===== src/spl_pkg.sv =====
// Constants and types shared by the strapping pin latch files.
// Assumes a single 100 MHz clock domain.
package spl_pkg;
   localparam int  STRAP_COUNT          = 5;
   // Fixed bit positions of the latched straps
   localparam int  BIT_FLASH_VOLTAGE    = 0;
   localparam int  BIT_BOOT_SELECT      = 1;
   localparam int  BIT_BOOT_AUX         = 2;
   localparam int  BIT_LOG_AND_TIMING   = 3;
   localparam int  BIT_SDIO_OUTPUT_EDGE = 4;
   // Pull direction per strap: 1 pull-up, 0 pull-down
   localparam logic [4:0] PULL_UP_MASK  = 5'h1A;
   // Value of the latch before the first capture (the pull defaults)
   localparam logic [4:0] STRAP_RESET   = 5'h1A;
   // Regulator voltage select values
   localparam logic VSEL_FOLLOW_SUPPLY  = 1'h0;
   localparam logic VSEL_1V8            = 1'h1;
   // Edge select values
   localparam logic EDGE_FALLING        = 1'h0;
   localparam logic EDGE_RISING         = 1'h1;

   typedef enum logic [1:0] {
      BOOT_SPI_FLASH,
      BOOT_DOWNLOAD,
      BOOT_UNDEFINED
   } spl_boot_type;
endpackage


===== src/spl_strap_if.sv =====
// Interface carrying latched straps between latch and decoder.
// Assumes both ends share clk.
`timescale 1ns/100ps
interface spl_strap_if;
   logic [4:0] strap_bits;
   logic       captured;
   modport latch  (output strap_bits, output captured);
   modport decode (input strap_bits, input captured);
endinterface


===== src/spl_capture.sv =====
// Capture register for the five strapping pins.
// Assumes pin levels are synchronous to clk and reset releases cleanly.
`timescale 1ns/100ps
module spl_capture (
   input  wire logic       clk,
   input  wire logic       resetn,
   input  wire logic [4:0] pin_level,
   spl_strap_if.latch      strap
);
   logic [4:0] bits_q;
   logic [4:0] bits_d;
   logic       done_q;
   logic       done_d;

   always_comb begin
      bits_d = bits_q;
      done_d = done_q;
      if (!done_q) begin
         bits_d = pin_level;   // First edge after release
         done_d = 1'b1;
      end
   end

   // Reset loads a constant; pins are caught by the clock after release
   always_ff @(posedge clk or negedge resetn) begin
      if (!resetn) begin
         bits_q <= spl_pkg::STRAP_RESET;
         done_q <= 1'b0;
      end else begin
         bits_q <= bits_d;
         done_q <= done_d;
      end
   end

   assign strap.strap_bits = bits_q;
   assign strap.captured   = done_q;
endmodule


===== src/spl_decode.sv =====
// Decodes latched straps into boot, log and timing settings.
// Assumes straps stand still once captured.
`timescale 1ns/100ps
module spl_decode (
   spl_strap_if.decode          strap,
   output spl_pkg::spl_boot_type boot_mode,
   output logic                  boot_log_enable,
   output logic                  strap_vsel,
   output logic                  strap_sample_edge,
   output logic                  strap_output_edge
);
   always_comb begin
      if (strap.strap_bits[spl_pkg::BIT_BOOT_SELECT])
         boot_mode = spl_pkg::BOOT_SPI_FLASH;
      else if (!strap.strap_bits[spl_pkg::BIT_BOOT_AUX])
         boot_mode = spl_pkg::BOOT_DOWNLOAD;
      else
         boot_mode = spl_pkg::BOOT_UNDEFINED;   // Combination not defined
   end

   assign boot_log_enable   = strap.strap_bits[spl_pkg::BIT_LOG_AND_TIMING];
   assign strap_vsel        = strap.strap_bits[spl_pkg::BIT_FLASH_VOLTAGE];
   assign strap_sample_edge = strap.strap_bits[spl_pkg::BIT_LOG_AND_TIMING];
   assign strap_output_edge = strap.strap_bits[spl_pkg::BIT_SDIO_OUTPUT_EDGE];
endmodule


===== src/spl_top.sv =====
// Strapping pin latch: captures five straps at reset release, decodes them,
// and lets firmware override regulator voltage and SDIO timing.
// Assumes pins are synchronous to clk; resetn is the system reset.
// Operation
// - five strap bits readable after boot
// - sample pins at system reset release
// - hold bits until the next system reset
// - release pins to normal use afterward
// - weak pulls enabled during reset
// - voltage strap pulled down, 1 selects 1.8V
// - boot select pulled up, download needs zeros
// - log strap pulled up, 1 enables log
// - two straps choose SDIO sample, output edges
// - firmware overrides voltage and SDIO timing
// - regulator gives 1.8V or supply voltage
// - software can power regulator off
`timescale 1ns/100ps
module spl_top (
   input  wire logic                  clk,
   input  wire logic                  resetn,
   input  wire logic [4:0]            strap_pin_level,
   output logic [4:0]                 strap_pull_enable,
   output logic [4:0]                 strap_pull_up,
   output logic                       strap_config_mode,
   output logic [4:0]                 strap_value,
   output logic                       strap_valid,
   output spl_pkg::spl_boot_type      boot_mode,
   output logic                       boot_log_enable,
   input  wire logic                  fw_vsel_override,
   input  wire logic                  fw_vsel_value,
   input  wire logic                  fw_sdio_override,
   input  wire logic                  fw_sample_edge,
   input  wire logic                  fw_output_edge,
   input  wire logic                  fw_regulator_off,
   output logic                       regulator_enable,
   output logic                       regulator_vsel,
   output logic                       sdio_sample_edge,
   output logic                       sdio_output_edge
);
   spl_strap_if strap ();

   logic       strap_vsel;
   logic       strap_sample_edge;
   logic       strap_output_edge;
   logic       cfg_q;
   logic       cfg_d;
   logic       reg_en_q;
   logic       reg_en_d;
   logic       vsel_q;
   logic       vsel_d;
   logic       samp_q;
   logic       samp_d;
   logic       outp_q;
   logic       outp_d;

   spl_capture u_capture (
      .clk       (clk),
      .resetn    (resetn),
      .pin_level (strap_pin_level),
      .strap     (strap)
   );

   spl_decode u_decode (
      .strap             (strap),
      .boot_mode         (boot_mode),
      .boot_log_enable   (boot_log_enable),
      .strap_vsel        (strap_vsel),
      .strap_sample_edge (strap_sample_edge),
      .strap_output_edge (strap_output_edge)
   );

   assign strap_value = strap.strap_bits;
   assign strap_valid = strap.captured;

   // pulls during reset
   // Pulls stay on until the capture edge so the sampled level is settled
   always_comb begin
      cfg_d = 1'b0;   // release pins after capture
   end

   assign strap_config_mode = cfg_q;
   assign strap_pull_enable = cfg_q ? 5'h1F : 5'h00;
   assign strap_pull_up     = spl_pkg::PULL_UP_MASK;

   always_comb begin
      reg_en_d = !fw_regulator_off;
      vsel_d   = fw_vsel_override ? fw_vsel_value  : strap_vsel;
      samp_d   = fw_sdio_override ? fw_sample_edge : strap_sample_edge;
      outp_d   = fw_sdio_override ? fw_output_edge : strap_output_edge;
   end

   // Regulator and timing outputs registered; reset shows pull defaults
   always_ff @(posedge clk or negedge resetn) begin
      if (!resetn) begin
         cfg_q    <= 1'b1;
         reg_en_q <= 1'b1;
         vsel_q   <= spl_pkg::VSEL_FOLLOW_SUPPLY;
         samp_q   <= spl_pkg::EDGE_RISING;
         outp_q   <= spl_pkg::EDGE_RISING;
      end else begin
         cfg_q    <= cfg_d;
         reg_en_q <= reg_en_d;
         vsel_q   <= vsel_d;
         samp_q   <= samp_d;
         outp_q   <= outp_d;
      end
   end

   assign regulator_enable = reg_en_q;
   assign regulator_vsel   = vsel_q;
   assign sdio_sample_edge = samp_q;
   assign sdio_output_edge = outp_q;
endmodule


===== config.mk =====
export PLATFORM = sky130hd
export DESIGN_NAME = spl_top
export DESIGN_NICKNAME = d
export VERILOG_FILES = /design/src/spl_pkg.sv /design/src/spl_strap_if.sv /design/src/spl_capture.sv /design/src/spl_decode.sv /design/src/spl_top.sv
export SDC_FILE = /design/constraint.sdc
export NUM_CORES = 1
export LEC_CHECK = 0
export BUFFER_PORTS_ARGS = -buffer_cell sky130_fd_sc_hd__buf_2
export CELL_PAD_IN_SITES_DETAIL_PLACEMENT = 1
export CELL_PAD_IN_SITES_GLOBAL_PLACEMENT = 2
export CORE_ASPECT_RATIO = 0.9
export CORE_UTILIZATION = 21
export DETAILED_ROUTE_END_ITERATION = 7
export GPL_TIMING_DRIVEN = 0
export PLACE_DENSITY_LB_ADDON = 0.1
export SETUP_SLACK_MARGIN = 0.02
export SLEW_MARGIN = 20
export SYNTH_ARGS = -nofsm -noshare
export SYNTH_HDL_FRONTEND = slang
export SYNTH_SLANG_ARGS = --single-unit

===== constraint.sdc =====
create_clock -name clk -period 1 [get_ports clk]
set_input_delay 0.15 -clock clk [delete_from_list [all_inputs] [get_ports clk]]
set_output_delay 0.15 -clock clk [all_outputs]
set_load 0.03 [all_outputs]

==> summary.md <==
| Metric | Value |
|---|---|
| Die Y-Extent | `48.0 um` |
| First-pass GRT wire length | `1420 um` |
| Core area | `~2200 um2` |
| Synthesized cell area | `493 um2` |
| Endpoints failing setup | `15` |
| Total GRT Usage | `under 10%` |
| Routed len/inst | `slightly above 9 um` |
| Fin util | `41.0%` |
| Crit-path leading delay family | `flip-flops` |
| Routed vias/inst | `between 3 and 4` |
| Initial antenna violation count | `0` |
| N_diodes | `0` |
| Synth cell count leaders | `buf_4, mux2_1, dfstp_2` |
| CP Class | `flip-flop to primary output` |
| Hold Crit Start | `strap_pin_level[3]` |
| Crit-path cells | `buf_6 -> buf_6` |
| Crit-path max FO | `6` |
| FF-to-FF path depth | `2` |
| Crit path buf inv count | `2` |
| Nets | `94` |
| EDFF count, synth | `0` |
| DRC | `0` |
| 1st-iter DRT viols | `0` |
| Critical Path End Type | `primary output` |
| Fill cells | `around 260` |
| Unrepaired setup endpoints after global routing | `yes` |
| Skew final | `1.78 ps` |
| Leak Pwr | `0.000451 uW` |
| Hold EP | `u_capture.strap.strap_bits[3]` |
| Clock buffer depth | `2` |
| Most common cell on crit path | `buf_6` |
| Status | `finished with violations` |
| Rows | `16` |
| R2r startpoint | `u_capture.strap.captured` |
| Yosys reg bits | `11` |
| Root buf cell | `clkbuf_4` |
| Crit-path max cell delay | `610 ps` |
| Max-cap violations | `0` |
| Later-pin clock latency in the skew report | `260 ps` |
| Cell count after synthesis | `37` |
| Ys async rst share | `100%` |
| Period utilization | `125%` |
| Vias in the first global route | `336` |
| Synth area leaders | `dfstp_2, dfrtp_1, buf_4` |
| Netlist cell types | `8` |
| Worst Hold Class | `input port to flip-flop` |
| Layout cells sized above 1 | `between 70% and 80%` |
| Post-synth top area cell | `dfstp_2` |
| Dominant synthesized flop cell | `dfstp_2` |
| Largest net degree at the start of global routing | `12` |
| Input/output buffers | `31` |
| R2R Path End | `u_capture.strap.strap_bits[0]` |
| Final critical-path required period | `1250 ps` |
| Syn-to-layout area delta | `83.2%` |
| Worst-path clk slew | `70 ps` |
| TritonRoute pass-1 iters | `1` |
| Starting density of the core | `around 22%` |
| GRT overflow | `0` |
| CTS Buf Count | `3` |
| H-tree Lvls | `1` |
| Seq/Total Area, Yosys | `57.6%` |
| Critical Path Source Type | `flip-flop` |
| Failing checks | `setup timing` |
| CTS tree | `yes` |
| Setup ws final | `-253 ps` |
| CP required | `850 ps` |
| Worst Hold Depth | `2` |
| Final hold slack | `98.0 ps` |
| Syn_area_per_cell | `13.3 um2` |
| TritonCTS Sinks | `11` |
| DR vias | `around 390` |
| P per Cell Area | `between 1000 and 1500 nW/um2` |
| Die X | `53.1 um` |
| Critical path's slowest cell | `dfstp_2` |
| Syn. warnings | `0` |
| Top-count cell post-synth | `buf_4` |
| Fmax achieved | `798 MHz` |
| R2r setup slk | `30 ps` |
| CP arrival | `~1100 ps` |
| IO Pins | `37` |
| Die footprint | `2550 um2` |
| Final hold violation count | `0` |
| Max Transition Viols Final | `0` |
| Maximum vdd drop | `0.805 mV` |
| Routability cong. | `roughly 0.57` |
| Routed Antenna Nets | `0` |
| Crit path depth | `2` |
| Synth top area share | `between 30% and 40%` |
| Final wirelength | `968 um` |
## final cells by class
cell class	count	area [um2]	area share [%]
buffer	11	105	11.6
clock buffer	4	26.3	2.91
inverter	1	3.75	0.416
multi-input combinational	17	139	15.4
sequential	11	285	31.6
tap	27	33.8	3.74
timing repair buffer	36	310	34.3
## sequential cells by signal, indices dropped and copies added (netlist names)
name / count
regulator_enable: 1
u_capture.strap.captured: 1
u_capture.strap.strap_bits: 5
sdio_output_edge: 1
regulator_vsel: 1
sdio_sample_edge: 1
strap_config_mode: 1
## metrics by stage
stage	area [um2]	setup TNS, ps	setup slack (ps)	instances	total power [uW]
2_1_floorplan	537	-68.0	-68.0	42	781
3_3_place_gp	726	-123	-25.6	100	877
3_5_place_dp	726	-168	-37.5	100	879
4_1_cts	897	-2850	-274	107	1290
5_1_grt	903	-3290	-305	107	1340
6_report	903	-2560	-253	107	1270
## power by group
group | total (uW) | switching (uW) | leakage, uW | internal, uW
logic | 434 | 219 | 0.000316 | 215
clock network | 293 | 139 | 0.0000150 | 154
registers | 539 | 35.6 | 0.000119 | 503
## how the worst max path moves through the flow
stage / from / endpoint / slack (ps)
final: strap_config_mode / strap_pull_enable[2] / -250
after global routing: strap_config_mode / strap_pull_enable[2] / -300
after CTS: strap_config_mode / strap_pull_enable[2] / -270
after detailed placement: strap_config_mode / strap_pull_enable[2] / -40
after global placement: strap_config_mode / strap_pull_enable[2] / -30
after floorplan: u_capture.strap.strap_bits[2] / boot_mode[1] / -70
## per-layer routing
layer  routed length, um  track usage (%)
met1                 395             9.62
met2                 464             13.4
met3                 108             6.67
met4                   0             1.58
met5                   0                0
## kinds of logic (layout without fill, tap and decap cells)
| kind of cell | after synthesis | count (layout) | synth area share (%) |
|---|---|---|---|
| buf+inv | 14 | 52 | 20.6 |
| flops | 11 | 11 | 57.6 |
| mux | 8 | 8 | 18.3 |
| other cells | 2 | 7 | 1.52 |
| simple gates | 2 | 2 | 2.03 |
## worst register-to-register path, stage by stage (launching register included)
cell and delay, ps:
dfrtp_2 430, buf_6 140, mux2_4 290
## placed cells by master (no fill, tap or decap), drive strengths merged
master	netlist	layout
clkbuf	0	4
conb	2	7
dfstp	7	7
dfrtp	4	4
mux2	8	8
nor2b	1	1
inv	1	1
buf	13	45
dlygate4sd3	0	2
nor2	1	1
## timing repair
action / in CTS / in global routing
endpoints found under the setup margin: 18 / 20
hold buffers: 2 / 0
setup buffers: 3 / 0
gates resized for setup: 37 / 3
endpoints found under the hold margin: 12 / 0
pin swaps: 1 / 0
Power figures use the tool's default switching activity.
